File: src/pkg/mft_pkg.sv
// Constants and types shared by the multifunction timer mode control block
package mft_pkg;
	// ****************************************************************
	// Register map
	// ****************************************************************
	localparam int unsigned MFT_AW = 8;
	localparam logic [7:0] MFT_OFF_CNT1 = 8'h00;
	localparam logic [7:0] MFT_OFF_CRA = 8'h04;
	localparam logic [7:0] MFT_OFF_CRB = 8'h08;
	localparam logic [7:0] MFT_OFF_CNT2 = 8'h0C;
	localparam logic [7:0] MFT_OFF_PND = 8'h10;
	localparam logic [7:0] MFT_OFF_PRSC = 8'h14;
	localparam logic [7:0] MFT_OFF_MCTRL = 8'h18;

	// ****************************************************************
	// Mode control field positions
	// ****************************************************************
	localparam int unsigned MFT_B_MODE = 0;
	localparam int unsigned MFT_B_AEDG = 2;
	localparam int unsigned MFT_B_BEDG = 3;
	localparam int unsigned MFT_B_AEN = 4;
	localparam int unsigned MFT_B_BEN = 5;
	localparam int unsigned MFT_B_AOUT = 6;
	localparam int unsigned MFT_B_EN = 7;
	localparam int unsigned MFT_B_PTEN = 8;
	localparam int unsigned MFT_B_PTSE = 9;
	localparam int unsigned MFT_B_PTET = 10;

	// Pending flag positions
	localparam int unsigned MFT_P_A = 0;
	localparam int unsigned MFT_P_B = 1;
	localparam int unsigned MFT_P_C = 2;
	localparam int unsigned MFT_P_D = 3;

	// ****************************************************************
	// Values and reset values
	// ****************************************************************
	localparam logic [15:0] MFT_CNT_PRESET = 16'hFFFF;
	localparam logic [15:0] MFT_CNT_RST = 16'h0000;
	localparam logic [7:0] MFT_PRSC_RST = 8'h00;
	localparam logic [3:0] MFT_PND_RST = 4'h0;
	localparam logic [31:0] MFT_RD_ZERO = 32'h00000000;

	typedef enum logic [1:0] {
		MFT_MODE_PWM,
		MFT_MODE_DUALCAP,
		MFT_MODE_DUALTMR,
		MFT_MODE_TMRCAP
	} mft_mode_e;
endpackage

File: src/mft_mode_ctrl.sv
// Multifunction timer mode control with APB register slave
//
// Overview of operation
// - Selector: 0 PWM, 1 dualcap, 2 dual, 3 timcap
// - Edge polarity bit: 0 falling, 1 rising
// - Dualcap, B enabled: B edge presets counter1
// - Timcap, B enabled: B edge presets counter2
// - B enable inert outside both capture modes
// - Output data bit follows PWM pin level
// - Software write beats hardware toggle of output
// - Output bit inert when pin input/disabled
// - Enable bit; disabled stops counter clocks
// - Disabled: counter, reload, pending writes ignored
// - Disabled: prescaler and pending flags held reset
// - Disabled: first pin becomes input
// - Pulse-train enable in mode 0 selects train
// - Pulse-train enable inert in other modes
// - Software trigger mode: train starts on bit set
// - Hardware trigger mode: train starts on B edge
// - Counter2 underflow clears the event trigger bit
// - Hardware trigger mode ignores writes to trigger
// - Trigger bit reads 1 while train runs
`timescale 1ns/100ps
`default_nettype none
module mft_mode_ctrl (
	input wire logic pclk,
	input wire logic presetn,
	input wire logic psel,
	input wire logic penable,
	input wire logic pwrite,
	input wire logic [7:0] paddr,
	input wire logic [31:0] pwdata,
	output logic [31:0] prdata,
	output logic pready,
	output logic pslverr,
	input wire logic first_timer_pin_in,
	input wire logic second_timer_pin_in,
	output logic first_timer_pin_out,
	output logic first_timer_pin_oe
);
	// ****************************************************************
	// State
	// ****************************************************************
	mft_pkg::mft_mode_e mode_q, mode_d;
	logic aedg_q, aedg_d, bedg_q, bedg_d, aen_q, aen_d, ben_q, ben_d;
	logic aout_q, aout_d, en_q, en_d, pten_q, pten_d;
	logic ptse_q, ptse_d, ptet_q, ptet_d;
	logic [15:0] cnt1_q, cnt1_d, cnt2_q, cnt2_d, cra_q, cra_d, crb_q, crb_d;
	logic [7:0] prsc_q, prsc_d;
	logic [3:0] pnd_q, pnd_d;
	logic [31:0] rdata_q, rdata_d;
	logic ready_q, ready_d, err_q, err_d, out_q, out_d, oe_q, oe_d;

	logic tick, a_evt, b_evt, run, uf1, uf2, pt_mode, hit;
	logic wr, wr_cnt1, wr_cnt2, wr_cra, wr_crb, wr_pnd, wr_prsc, wr_mctrl;
	logic cap_mode;
	logic [31:0] mctrl_rd;

	// ****************************************************************
	// Pin edges and prescaler
	// ****************************************************************
	mft_pin_edge u_edge_a (
		.pclk(pclk),
		.presetn(presetn),
		.pin(first_timer_pin_in),
		.rise_sel(aedg_q),
		.evt(a_evt)
	);

	mft_pin_edge u_edge_b (
		.pclk(pclk),
		.presetn(presetn),
		.pin(second_timer_pin_in),
		.rise_sel(bedg_q),
		.evt(b_evt)
	);

	// Prescaler only runs while enabled
	mft_prescaler u_prsc (
		.pclk(pclk),
		.presetn(presetn),
		.run(en_q),
		.div(prsc_q),
		.tick(tick)
	);

	// ****************************************************************
	// Decode
	// ****************************************************************
	assign wr = psel & penable & pwrite & ready_q;
	assign wr_cnt1 = wr & (paddr == mft_pkg::MFT_OFF_CNT1);
	assign wr_cra = wr & (paddr == mft_pkg::MFT_OFF_CRA);
	assign wr_crb = wr & (paddr == mft_pkg::MFT_OFF_CRB);
	assign wr_cnt2 = wr & (paddr == mft_pkg::MFT_OFF_CNT2);
	assign wr_pnd = wr & (paddr == mft_pkg::MFT_OFF_PND);
	assign wr_prsc = wr & (paddr == mft_pkg::MFT_OFF_PRSC);
	assign wr_mctrl = wr & (paddr == mft_pkg::MFT_OFF_MCTRL);
	assign hit = (paddr == mft_pkg::MFT_OFF_CNT1) | (paddr == mft_pkg::MFT_OFF_CRA) |
		(paddr == mft_pkg::MFT_OFF_CRB) | (paddr == mft_pkg::MFT_OFF_CNT2) |
		(paddr == mft_pkg::MFT_OFF_PND) | (paddr == mft_pkg::MFT_OFF_PRSC) |
		(paddr == mft_pkg::MFT_OFF_MCTRL);

	// Train mode exists only with selector 0
	assign pt_mode = (mode_q == mft_pkg::MFT_MODE_PWM) & pten_q;
	// In train mode counters only run while a train is active
	assign run = en_q & tick & (~pt_mode | ptet_q);
	assign uf1 = run & (cnt1_q == 16'h0000);
	assign uf2 = run & (cnt2_q == 16'h0000);
	assign cap_mode = (mode_q == mft_pkg::MFT_MODE_DUALCAP) |
		(mode_q == mft_pkg::MFT_MODE_TMRCAP);
	assign mctrl_rd = {21'h000000, ptet_q, ptse_q, pten_q, en_q, aout_q, ben_q, aen_q,
		bedg_q, aedg_q, mode_q};

	// ****************************************************************
	// Next state
	// ****************************************************************
	always_comb begin
		mode_d = mode_q;
		aedg_d = aedg_q;
		bedg_d = bedg_q;
		aen_d = aen_q;
		ben_d = ben_q;
		aout_d = aout_q;
		en_d = en_q;
		pten_d = pten_q;
		ptse_d = ptse_q;
		ptet_d = ptet_q;
		cnt1_d = cnt1_q;
		cnt2_d = cnt2_q;
		cra_d = cra_q;
		crb_d = crb_q;
		prsc_d = prsc_q;
		pnd_d = pnd_q;

		// Counting
		if (run) begin
			cnt1_d = uf1 ? cra_q : cnt1_q - 16'h0001;
			cnt2_d = uf2 ? crb_q : cnt2_q - 16'h0001;
		end
		if (uf1 && mode_q == mft_pkg::MFT_MODE_PWM) begin
			aout_d = ~aout_q;
		end
		// Pulse train: hardware start on B edge, end on underflow
		if (en_q && pt_mode && !ptse_q && b_evt) begin
			ptet_d = 1'b1;
		end
		if (pt_mode && uf2) begin
			ptet_d = 1'b0;
		end

		// Software writes to counters, reloads and pending allowed only while enabled; prescaler and mode control writes always
		if (en_q) begin
			if (wr_cnt1) begin
				cnt1_d = pwdata[15:0];
			end
			if (wr_cnt2) begin
				cnt2_d = pwdata[15:0];
			end
			if (wr_cra) begin
				cra_d = pwdata[15:0];
			end
			if (wr_crb) begin
				crb_d = pwdata[15:0];
			end
			if (wr_pnd) begin
				pnd_d = pnd_q & ~pwdata[3:0];
			end
		end
		if (wr_prsc) begin
			prsc_d = pwdata[7:0];
		end
		if (wr_mctrl) begin
			mode_d = mft_pkg::mft_mode_e'(pwdata[mft_pkg::MFT_B_MODE +: 2]);
			aedg_d = pwdata[mft_pkg::MFT_B_AEDG];
			bedg_d = pwdata[mft_pkg::MFT_B_BEDG];
			aen_d = pwdata[mft_pkg::MFT_B_AEN];
			ben_d = pwdata[mft_pkg::MFT_B_BEN];
			aout_d = pwdata[mft_pkg::MFT_B_AOUT];
			en_d = pwdata[mft_pkg::MFT_B_EN];
			pten_d = pwdata[mft_pkg::MFT_B_PTEN];
			ptse_d = pwdata[mft_pkg::MFT_B_PTSE];
			if (!(pt_mode && !ptse_q)) begin
				ptet_d = pwdata[mft_pkg::MFT_B_PTET];
			end
		end

		// Captures and B-pin presets override software writes
		if (en_q && aen_q && cap_mode && a_evt) begin
			cra_d = cnt1_q;
		end
		if (en_q && ben_q && b_evt) begin
			case (mode_q)
				mft_pkg::MFT_MODE_DUALCAP: begin
					crb_d = cnt1_q;
					cnt1_d = mft_pkg::MFT_CNT_PRESET;
				end
				mft_pkg::MFT_MODE_TMRCAP: begin
					crb_d = cnt2_q;
					cnt2_d = mft_pkg::MFT_CNT_PRESET;
				end
				default: begin
				end
			endcase
		end

		// Pending flags: set wins over clear, all held reset while disabled
		if (uf1) begin
			pnd_d[mft_pkg::MFT_P_A] = 1'b1;
		end
		if (en_q && aen_q && cap_mode && a_evt) begin
			pnd_d[mft_pkg::MFT_P_B] = 1'b1;
		end
		if (en_q && ben_q && cap_mode && b_evt) begin
			pnd_d[mft_pkg::MFT_P_C] = 1'b1;
		end
		if (uf2) begin
			pnd_d[mft_pkg::MFT_P_D] = 1'b1;
		end
		if (!en_q) begin
			pnd_d = mft_pkg::MFT_PND_RST;
		end
	end

	// Pin driven only when enabled in PWM mode; data bit inert otherwise
	always_comb begin
		oe_d = en_d & (mode_d == mft_pkg::MFT_MODE_PWM);
		out_d = oe_d & aout_d;
	end

	// APB slave: one wait state, error on unmapped address
	always_comb begin
		ready_d = psel & penable & ~ready_q;
		err_d = ready_d & ~hit;
		rdata_d = rdata_q;
		if (ready_d && !pwrite) begin
			case (paddr)
				mft_pkg::MFT_OFF_CNT1: rdata_d = {16'h0000, cnt1_q};
				mft_pkg::MFT_OFF_CRA: rdata_d = {16'h0000, cra_q};
				mft_pkg::MFT_OFF_CRB: rdata_d = {16'h0000, crb_q};
				mft_pkg::MFT_OFF_CNT2: rdata_d = {16'h0000, cnt2_q};
				mft_pkg::MFT_OFF_PND: rdata_d = {28'h0000000, pnd_q};
				mft_pkg::MFT_OFF_PRSC: rdata_d = {24'h000000, prsc_q};
				mft_pkg::MFT_OFF_MCTRL: rdata_d = mctrl_rd;
				default: rdata_d = mft_pkg::MFT_RD_ZERO;
			endcase
		end
	end

	// ****************************************************************
	// Registers
	// ****************************************************************
	always_ff @(posedge pclk or negedge presetn) begin
		if (!presetn) begin
			mode_q <= mft_pkg::MFT_MODE_PWM;
			aedg_q <= 1'b0;
			bedg_q <= 1'b0;
			aen_q <= 1'b0;
			ben_q <= 1'b0;
			aout_q <= 1'b0;
			en_q <= 1'b0;
			pten_q <= 1'b0;
			ptse_q <= 1'b0;
			ptet_q <= 1'b0;
			cnt1_q <= mft_pkg::MFT_CNT_RST;
			cnt2_q <= mft_pkg::MFT_CNT_RST;
			cra_q <= mft_pkg::MFT_CNT_RST;
			crb_q <= mft_pkg::MFT_CNT_RST;
			prsc_q <= mft_pkg::MFT_PRSC_RST;
			pnd_q <= mft_pkg::MFT_PND_RST;
			rdata_q <= mft_pkg::MFT_RD_ZERO;
			ready_q <= 1'b0;
			err_q <= 1'b0;
			out_q <= 1'b0;
			oe_q <= 1'b0;
		end else begin
			mode_q <= mode_d;
			aedg_q <= aedg_d;
			bedg_q <= bedg_d;
			aen_q <= aen_d;
			ben_q <= ben_d;
			aout_q <= aout_d;
			en_q <= en_d;
			pten_q <= pten_d;
			ptse_q <= ptse_d;
			ptet_q <= ptet_d;
			cnt1_q <= cnt1_d;
			cnt2_q <= cnt2_d;
			cra_q <= cra_d;
			crb_q <= crb_d;
			prsc_q <= prsc_d;
			pnd_q <= pnd_d;
			rdata_q <= rdata_d;
			ready_q <= ready_d;
			err_q <= err_d;
			out_q <= out_d;
			oe_q <= oe_d;
		end
	end

	assign prdata = rdata_q;
	assign pready = ready_q;
	assign pslverr = err_q;
	assign first_timer_pin_out = out_q;
	assign first_timer_pin_oe = oe_q;
endmodule
`default_nettype wire

File: src/mft_pin_edge.sv
// Pin synchroniser with polarity-qualified edge detection
`timescale 1ns/100ps
`default_nettype none
module mft_pin_edge (
	input wire logic pclk,
	input wire logic presetn,
	input wire logic pin,
	input wire logic rise_sel,
	output logic evt
);
	logic s1_q, s1_d, s2_q, s2_d, s3_q, s3_d;

	always_comb begin
		s1_d = pin;
		s2_d = s1_q;
		s3_d = s2_q;
	end

	always_ff @(posedge pclk or negedge presetn) begin
		if (!presetn) begin
			s1_q <= 1'b0;
			s2_q <= 1'b0;
			s3_q <= 1'b0;
		end else begin
			s1_q <= s1_d;
			s2_q <= s2_d;
			s3_q <= s3_d;
		end
	end

	// Edge is taken only after two stages, then qualified by polarity
	assign evt = rise_sel ? (s2_q & ~s3_q) : (~s2_q & s3_q);
endmodule
`default_nettype wire

File: src/mft_prescaler.sv
// Eight-bit clock prescaler, held in reset while not running
`timescale 1ns/100ps
`default_nettype none
module mft_prescaler (
	input wire logic pclk,
	input wire logic presetn,
	input wire logic run,
	input wire logic [7:0] div,
	output logic tick
);
	logic [7:0] cnt_q, cnt_d;

	always_comb begin
		if (!run || cnt_q == div) begin
			cnt_d = mft_pkg::MFT_PRSC_RST;
		end else begin
			cnt_d = cnt_q + 8'h01;
		end
	end

	always_ff @(posedge pclk or negedge presetn) begin
		if (!presetn) begin
			cnt_q <= mft_pkg::MFT_PRSC_RST;
		end else begin
			cnt_q <= cnt_d;
		end
	end

	assign tick = run & (cnt_q == div);
endmodule
`default_nettype wire

File: config.mk
export PLATFORM = sky130hd
export DESIGN_NAME = mft_mode_ctrl
export DESIGN_NICKNAME = d
export VERILOG_FILES = /design/src/pkg/mft_pkg.sv /design/src/mft_mode_ctrl.sv /design/src/mft_pin_edge.sv /design/src/mft_prescaler.sv
export SDC_FILE = /design/constraint.sdc
export NUM_CORES = 1
export LEC_CHECK = 0
export ABC_CLOCK_PERIOD_IN_PS = 3450
export BUFFER_PORTS_ARGS = -buffer_cell sky130_fd_sc_hd__buf_2
export CAP_MARGIN = 20
export CORE_ASPECT_RATIO = 1.75
export CORE_MARGIN = 2
export CORE_UTILIZATION = 40
export CTS_BUF_LIST = sky130_fd_sc_hd__clkbuf_4 sky130_fd_sc_hd__clkbuf_8
export DETAILED_ROUTE_END_ITERATION = 12
export GPL_ROUTABILITY_DRIVEN = 0
export PLACE_DENSITY = 0.59
export SLEW_MARGIN = 20
export SYNTH_ARGS = -nofsm -noshare
export SYNTH_HDL_FRONTEND = slang
export SYNTH_HIERARCHICAL = 1
export SYNTH_SLANG_ARGS = --single-unit
File: constraint.sdc
create_clock -name pclk -period 3.45 [get_ports pclk]
set_input_delay 0.1725 -clock pclk [delete_from_list [all_inputs] [get_ports pclk]]
set_output_delay 0.1725 -clock pclk [all_outputs]
set_load 0.03 [all_outputs]
==> results of run 1 <==
routing by layer:
metal,global-route usage (%),share of wire [%]
met5,0,0
met1,30.15,36
met4,22.56,9.0
met3,4.630,5.8
met2,45.99,49
repair_timing:
| item | 4_1_cts | 5_1_grt |
|---|---|---|
| hold buffers | 5 | 0 |
| resized for setup | 0 | 0 |
| endpoints found under the hold margin | 39 | 0 |
through the flow:
step / cell area [sq um] / instances / utilization, % / power [mW]
finish: 8159 / 1084 / 45.81 / 2.956
global route: 8159 / 1084 / 45.81 / 3.057
CTS: 8159 / 1084 / 45.81 / 2.983
detailed placement: 7691 / 1047 / 43.18 / 1.605
global placement: 7691 / 1047 / 43.18 / 1.603
floorplan: 7264 / 808 / - / 1.529
final cells by class:
class                   count  area, sq um  area share [%]
clock inverters            12        148.9           1.825
clock buffers              20        269.0           3.297
well taps                 234        292.8           3.588
repair buffers             86        548.0           6.717
flip-flops and latches    121         3028           37.11
inverters                  22        82.58           1.012
multi-input cells         589         3790           46.45
flip-flops by register name (all words and copies together), names as in the netlist, 2 cells and up:
name and count:
crb_q 16, mode_q 2, cnt1_q 16, cra_q 16
cnt2_q 16, prdata 16, pnd_q 4, u_prsc/cnt_q 8
prsc_q 8
where the power goes:
| group | leakage, nW | internal, mW | switching, mW | total [mW] |
|---|---|---|---|---|
| Sequential | 1.46 | 1.42 | 0.00397 | 1.43 |
| Clock | 0.204 | 0.755 | 0.620 | 1.37 |
| Combinational | 1.86 | 0.0369 | 0.117 | 0.154 |
worst reg2reg max path, cell delays in order, from the launching register on:
cell,delay (ns)
dfrtp_1,0.44
xor2_2,0.20
nor4_2,0.31
and3_1,0.22
nand2_1,0.12
or2_2,0.54
o311ai_0,0.40
o41ai_1,0.13
a211o_1,0.28
logic make-up (layout without fill, tap and decap cells):
family / Yosys count / in the layout / synth area share [%]
compound gates: 246 / 246 / 23.50
buf+inv: 98 / 140 / 6.336
other cells: 1 / 16 / 0.05202
simple gates: 271 / 271 / 19.93
xor+xnor: 15 / 15 / 2.031
flops: 121 / 121 / 42.01
fa+ha+maj: 3 / 3 / 0.5208
mux: 38 / 38 / 5.624
path summary, 6_finish.rpt:
kind | slack, ns | startpoint | to
min in group asynchronous | 0.23 | presetn | u_edge_b/s2_q
setup reg to reg | 0.69 | prsc_q[7] | cnt1_q[14]
setup / recovery | 0.69 | prsc_q[7] | cnt1_q[14]
hold / removal | 0.02 | pwdata[15] | crb_q[15]
hold reg to reg | 0.36 | u_edge_b/s1_q | u_edge_b/s2_q
max in group asynchronous | 2.36 | presetn | cnt2_q[14]
cells in the final DEF (no fill, tap or decap), drive strengths merged, types with 12 or more instances in the layout:
cell,count
or4,12
mux2i,18
clkbuf,20
o21ai,55
nor2b,12
a21oi,37
a22oi,29
nor2,39
a31oi,25
inv,22
nand3,23
conb,16
dfrtp,121
nor3,20
nand2,93
buf,81
nor4,13
mux2,20
a211oi,23
==> metrics.csv, run 1 <==
metric,value,unit
total grt overflow,0,
"critical path fanouts, max",19,
fin worst setup slack,0.6856,ns
Max Cap Viol,0,
Async SR Flop Fraction,100.0,%
Crit path buffers/inverters,0,
Top Ports,83,
most frequent cell after synthesis,dfrtp_1,
CTS Sinks,121,
diodes inserted,0,
Die W,105.5,um
Clock Latency Late Sink,0.47,ns
Worst path max stage delay,0.54,ns
Hold Path Depth,3,
ANT nets after route,0,
RSZ-0062 raised after global routing,no,
Setup Viol. Count Final,0,
first-pass GRT wire length,39.57,mm
area delta synth->final,13.19,%
top-area cell type share of the netlist area,42.01,%
Pleak,3.528,nW
cells after synthesis,793,
Synth Flop Type,dfrtp_1,
Hold WS,0.02422,ns
CP Cell Sequence,xor2_2 -> nor4_2 -> and3_1 -> nand2_1 -> or2_2 -> o311ai_0 -> o41ai_1 -> a211o_1,
Setup TNS Final,0,ns
maximum buffer depth of the clock tree,2,
dpl ws,0.7322,ns
# DRC,0,
CTS clock-pin slew for the worst setup and hold paths,0.08,ns
1st-iter DRT viols,623,
CP top delay family,simple AND/OR/NAND/NOR gates,
Slew Limit Fails,0,
Layout Nets,887,
WP data required,3.80,ns
total power divided by cell area,362.3,mW/mm^2
min cycle time layout,2.764,ns
post-synthesis area per instance,9.090,sq um
worst slew pin tran,0.7755,ns
mapped cell area,0.007208,sq mm
Slew HR,48.30,%
worst hold path class,in2reg,
Startpoint Class,flop,
Starting Density,40.47,%
final hold violations,0,
post-CTS setup buffer count,0,
Synth area leader,dfrtp_1,
status,"complete, no violations",
Clock Root Buffer,clkbuf_8,
Cell variety after synth,76,
clk_skew,0.01150,ns
VDD IR max,0.2001,mV
DR vias/cell,6.200,
CP Depth,8,
core area,0.01781,sq mm
H-tree depth,4,
initial antenna violation count,0,
routed len/inst,23.59,um
fraction of layout cells with a size suffix above 1,18.82,%
die area,0.01915,sq mm
period utilisation layout,80.13,%
"top cells by count, synth","dfrtp_1, nand2_1, o21ai_0, clkbuf_1, nor2_1",
Post-synth EDFFs,0,
depth of the worst register-to-register path,8,
critical path class,reg2reg,
Overall Global Routing Usage,27.49,%
Slowest cell on crit path,or2_2,
ranking of synthesized cells by area,"dfrtp_1, nand2_1, o21ai_0, mux2_2, a22oi_1",
Die Ht,181.6,um
Critical Path Sink Type,flop,
Routed WL,25.57,mm
largest net degree at the start of global routing,86,
PortBufs,50,
number of synthesis warnings,6,
Filler cells,1737,
drt first pass iters,8,
via count,6721,
number of buffers created by CTS,17,
TritonCTS clock tree,done,
crit path DAT,3.12,ns
hpwl dp,18.29,mm
sequential-to-total area share from yosys stat,42.01,%
vias in the first global route,6709,
Synth Register Bits,121,
Max Fclk,361.7,MHz
# rows,65,
Note: power is estimated with default switching activity, not from simulation.
==> run 2, diff against run 1 <==
--- a/config.mk
+++ b/config.mk
@@ -5,7 +5,7 @@
 export SDC_FILE = /design/constraint.sdc
 export NUM_CORES = 1
 export LEC_CHECK = 0
-export ABC_CLOCK_PERIOD_IN_PS = 3450
+export ABC_CLOCK_PERIOD_IN_PS = 2880
 export BUFFER_PORTS_ARGS = -buffer_cell sky130_fd_sc_hd__buf_2
 export CAP_MARGIN = 20
 export CORE_ASPECT_RATIO = 1.75
==> constraint.sdc (replaced) <==
create_clock -name pclk -period 2.88 [get_ports pclk]
set_input_delay 0.144 -clock pclk [delete_from_list [all_inputs] [get_ports pclk]]
set_output_delay 0.144 -clock pclk [all_outputs]
set_load 0.03 [all_outputs]
==> run 2 against run 1 <==
Against the previous run:
- clock power is 17% higher
- cell count is 1.7% higher
- total power is 18% higher
- setup slack worse by 0.43 ns
- routed wire length is 1.0% higher
- non-clock buffer count is 18 higher
- fmax is 5.4% higher
- largest power group unchanged
- highest routed layer unchanged
==> metrics.csv, run 2 (same netlist as run 1, synthesis figures left out) <==
metric,value,unit
status,"complete, no violations",
CTS Sinks,121,
critical path class,reg2reg,
total power,3.500,mW
Max Cap Viol,0,
hpwl dp,18.71,mm
beginning of the worst hold path,pwdata[13],
PortBufs,50,
CP Depth,8,
worst slew pin tran,0.6678,ns
total power divided by cell area,422.3,mW/mm^2
DR vias/cell,6.143,
die area,0.01915,sq mm
# rows,65,
area delta synth->final,14.98,%
hold endpoint,crb_q[13],
post-CTS setup buffer count,0,
Die W,105.5,um
Crit path buffers/inverters,0,
post_cts resized,0,
Starting Density,40.47,%
CTS clock-pin slew for the worst setup and hold paths,0.09,ns
Slew Limit Fails,0,
worst hold path class,in2reg,
number of buffers created by CTS,17,
Critical Path Sink Type,flop,
largest net degree at the start of global routing,52,
final hold violations,0,
RSZ-0062 raised after global routing,no,
Slowest cell on crit path,or2_2,
Sw Share,27.06,%
reg2reg end,cnt1_q[14],
Worst path max stage delay,0.50,ns
fraction of layout cells with a size suffix above 1,20.28,%
first-pass GRT wire length,39.68,mm
# DRC,0,
CP Cell Sequence,xor2_2 -> nor4_2 -> and3_1 -> nand2_1 -> or2_2 -> o311ai_0 -> o41ai_1 -> a211o_1,
Hold Path Depth,3,
"most common cell after layout, fill and taps aside",dfrtp_1,
min cycle time layout,2.623,ns
Overall Global Routing Usage,27.52,%
Setup Viol. Count Final,0,
core area,0.01781,sq mm
Reg power frac,48.8,%
WP data required,3.23,ns
clk_skew,0.01931,ns
Setup TNS Final,0,ns
Die Ht,181.6,um
Pleak,3.606,nW
Routed WL,25.84,mm
Clock Latency Late Sink,0.45,ns
1st-iter DRT viols,554,
FF-to-FF setup slack,0.26,ns
initial antenna violation count,0,
ANT nets after route,0,
Max Fclk,381.2,MHz
clock share of power,45.7,%
r2r startpoint,u_prsc/cnt_q[3],
routed len/inst,23.44,um
Critical path origin,u_prsc/cnt_q[3],
CP top delay family,simple AND/OR/NAND/NOR gates,
Clock Root Buffer,clkbuf_8,
Slew HR,55.48,%
TritonCTS clock tree,done,
diodes inserted,0,
crit path DAT,2.97,ns
VDD IR max,0.2841,mV
maximum buffer depth of the clock tree,2,
drt first pass iters,5,
total grt overflow,0,
via count,6770,
Int Pwr,2.553,mW
period utilisation layout,91.08,%
"critical path fanouts, max",14,
Top Ports,83,
Layout Nets,905,
most frequent cells in the layout,"dfrtp_1, nand2_1, o21ai_0",
Startpoint Class,flop,
combinational power share,5.4,%
H-tree depth,4,
vias in the first global route,6779,
depth of the worst register-to-register path,8,
switching pwr,947.2,uW
## run 2: what timing repair did
item,in CTS,in global routing
hold buffers,7,0
hold endpoints to repair,54,0
endpoints found under the setup margin,0,0
## run 2: through the flow
stage | area [sq um] | hold slack, ns | std cells | setup slack [ns] | util, %
floorplan | 7264 | -0.1516 | 808 | 0.1555 | -
CTS | 8288 | 0.003141 | 1102 | 0.2807 | 46.53
global route | 8288 | 0.01211 | 1102 | 0.008896 | 46.53
global placement | 7811 | 0.2269 | 1063 | 0.3052 | 43.86
detailed placement | 7811 | 0.2283 | 1063 | 0.2938 | 43.86
finish | 8288 | 0.02639 | 1102 | 0.2568 | 46.53
## run 2: layout make-up
class                      count  area (sq um)
fill                        1734          9523
multi-input combinational    589          3790
sequential                   121          3028
timing repair buffer         104         688.2
tap                          234         292.8
clock buffer                  18         241.5
clock inverter                14         165.2
inverter                      22         82.58
## run 2: per-layer routing
layer	share of wire (%)	routed length, um	GRT usage [%]
met1	36	9327	29.93
met2	50	12850	46.84
met3	5.4	1388	4.056
met4	8.8	2271	22.45
met5	0	0	0
## run 2: worst register-to-register path: cells and delay by family, from the launching register on
| family | cells | cell delay [ns] |
|---|---|---|
| compound gates | 3 | 0.78 |
| xor+xnor | 1 | 0.19 |
| simple gates | 4 | 1.07 |
| flops | 1 | 0.49 |
## run 2: power by group through the flow
stage / registers [mW] / clock network (mW) / logic (mW)
2_1_floorplan: 1.75 / 0 / 0.0860
3_3_place_gp: 1.74 / 0 / 0.180
3_5_place_dp: 1.74 / 0 / 0.181
4_1_cts: 1.71 / 1.63 / 0.189
5_1_grt: 1.71 / 1.70 / 0.203
6_report: 1.71 / 1.60 / 0.191
## run 2: worst max-delay path by stage
stage / end
4_1_cts: cnt1_q[14]
6_report: cnt1_q[14]
3_5_place_dp: cnt1_q[15]
2_1_floorplan: cnt1_q[6]
3_3_place_gp: cnt1_q[14]
5_1_grt: cnt1_q[15]
==> run 3, diff against run 2 <==
--- a/config.mk
+++ b/config.mk
@@ -10,11 +10,13 @@
 export CAP_MARGIN = 20
 export CORE_ASPECT_RATIO = 1.75
 export CORE_MARGIN = 2
-export CORE_UTILIZATION = 40
+export CORE_UTILIZATION = 30
 export CTS_BUF_LIST = sky130_fd_sc_hd__clkbuf_4 sky130_fd_sc_hd__clkbuf_8
+export CTS_CLUSTER_SIZE = 20
 export DETAILED_ROUTE_END_ITERATION = 12
 export GPL_ROUTABILITY_DRIVEN = 0
-export PLACE_DENSITY = 0.59
+export GPL_TIMING_DRIVEN = 0
+export PLACE_DENSITY = 0.48
 export SLEW_MARGIN = 20
 export SYNTH_ARGS = -nofsm -noshare
 export SYNTH_HDL_FRONTEND = slang
==> run 3 against run 2 <==
Against the previous run:
- flip-flop and latch count unchanged
- non-clock buffer count grew 40
- setup slack worse by 0.14 ns
- first-iteration DRC count increased by 14%
- core utilization shrank 10 points
- sequential power about the same
- worst hold slack better by 0.016 ns
- critical path depth is the same
==> metrics.csv, run 3 (same netlist as run 1, synthesis figures left out) <==
metric,value,unit
Startpoint Class,flop,
Slew Limit Fails,0,
TritonCTS clock tree,done,
period utilisation layout,95.83,%
H-tree depth,4,
beginning of the worst hold path,pwdata[10],
CTS clock-pin slew for the worst setup and hold paths,0.08,ns
ANT nets after route,0,
reg2reg end,cnt1_q[6],
Critical Path Sink Type,flop,
Setup TNS Final,0,ns
total power divided by cell area,413.6,mW/mm^2
Hold Path Depth,3,
first-pass GRT wire length,44.51,mm
met3 wire len,1.532,mm
top routing layer used,met4,
crit path DAT,3.19,ns
Layout Nets,945,
CP top delay family,simple AND/OR/NAND/NOR gates,
total power,3.574,mW
Filler cells,2535,
"critical path fanouts, max",4,
Post-DP Area,0.007963,sq mm
WP data required,3.31,ns
final design utilization,36.25,%
hpwl dp,22.07,mm
Pleak,3.699,nW
FF-to-FF setup slack,0.12,ns
min cycle time layout,2.760,ns
final hold violations,0,
Max Fclk,362.3,MHz
Slowest cell on crit path,or4_1,
fraction of layout cells with a size suffix above 1,18.96,%
VDD IR max,0.2538,mV
die area,0.02533,sq mm
Hold WS,0.04284,ns
M1 WL,10.57,mm
via count,7094,
clk_skew,0.01584,ns
Final Non-Filler Cells,1215,
Die Ht,209.1,um
# DRC,0,
r2r startpoint,prsc_q[3],
CTS Sinks,121,
1st-iter DRT viols,631,
total grt overflow,0,
largest net degree at the start of global routing,82,
PortBufs,48,
dpl ws,-0.9474,ns
CP Cell Sequence,xor2_2 -> nor4_4 -> and3_4 -> nand2_4 -> or4_1 -> a2111o_1 -> o211ai_1 -> o31a_1,
core area,0.02384,sq mm
initial antenna violation count,0,
RSZ-0062 raised after global routing,yes,
diodes inserted,0,
drt first pass iters,6,
Crit path buffers/inverters,0,
Overall Global Routing Usage,24.19,%
DR vias/cell,5.839,
worst hold path class,in2reg,
Starting Density,30.24,%
status,"complete, no violations",
number of buffers created by CTS,17,
maximum buffer depth of the clock tree,2,
Slew HR,32.59,%
Setup Viol. Count Final,0,
area delta synth->final,19.88,%
Worst path max stage delay,0.62,ns
vias in the first global route,7066,
placed insts,1165,
Top Ports,83,
post-route cell area,0.008641,sq mm
routed len/inst,24.67,um
most frequent cells in the layout,"dfrtp_1, nand2_1, o21ai_0",
Clock Latency Late Sink,0.50,ns
depth of the worst register-to-register path,8,
hold endpoint,crb_q[10],
Die W,121.2,um
metal2 WL,15.30,mm
Max Cap Viol,0,
# rows,75,
Clock Root Buffer,clkbuf_8,
Routed WL,29.97,mm
worst slew pin tran,1.002,ns
"most common cell after layout, fill and taps aside",dfrtp_1,
critical path class,reg2reg,
fin worst setup slack,0.1200,ns
==> run 3: cell type report <==
type                            count  area [sq um]  area share (%)
Clock buffer                       18         247.7           2.867
Multi-Input combinational cell    589          3910           45.25
Timing Repair Buffer               68         450.4           5.213
Inverter                           22         82.58          0.9557
Sequential cell                   121          3029           35.06
Tap cell                          308         385.4           4.460
Clock inverter                     13         153.9           1.781
Buffer                             76         381.6           4.416
==> run 3: worst reg2reg max path, cell delays in order (launching register included) <==
cell	delay [ns]
dfrtp_2	0.47
xor2_2	0.21
nor4_4	0.33
and3_4	0.25
nand2_4	0.10
or4_1	0.62
a2111o_1	0.42
o211ai_1	0.16
o31a_1	0.15
==> run 3: where the power goes <==
group	total, mW	switching, mW	leakage, nW	internal [mW]
Combinational	0.220	0.151	2.03	0.0683
Clock	1.64	0.780	0.208	0.865
Sequential	1.71	0.00491	1.46	1.70
Total	3.57	0.936	3.70	2.64
==> run 3: worst max path at each step <==
stage                    startpoint  cells after the start          to  slack (ns)
floorplan                 prsc_q[7]                      8   cnt1_q[6]        0.16
global placement          prsc_q[3]                      9   cnt2_q[9]       -0.94
detailed placement        prsc_q[3]                      9   cnt2_q[9]       -0.95
CTS                       cnt2_q[0]                      9  cnt2_q[10]       0.006
global route        u_prsc/cnt_q[3]                     10  cnt2_q[15]       -0.06
finish                    prsc_q[3]                      8   cnt1_q[6]        0.12
==> run 3: timing repair <==
item / 4_1_cts / 5_1_grt
endpoints found under the hold margin: 138 / 0
resized for setup: 12 / 15
pin swaps: 2 / 1
setup buffers: 5 / 2
setup endpoints to repair: 37 / 27
hold buffers: 12 / 0
cloned: 0 / 0
==> run 3: routing by layer <==
| layer | GRT usage, % | vias up |
|---|---|---|
| met1 | 25.65 | 3477 |
| met3 | 3.985 | 116 |
| met2 | 41.65 | 363 |
| met4 | 19.18 | 0 |
| met5 | 0 | - |
| li1 | - | 3138 |
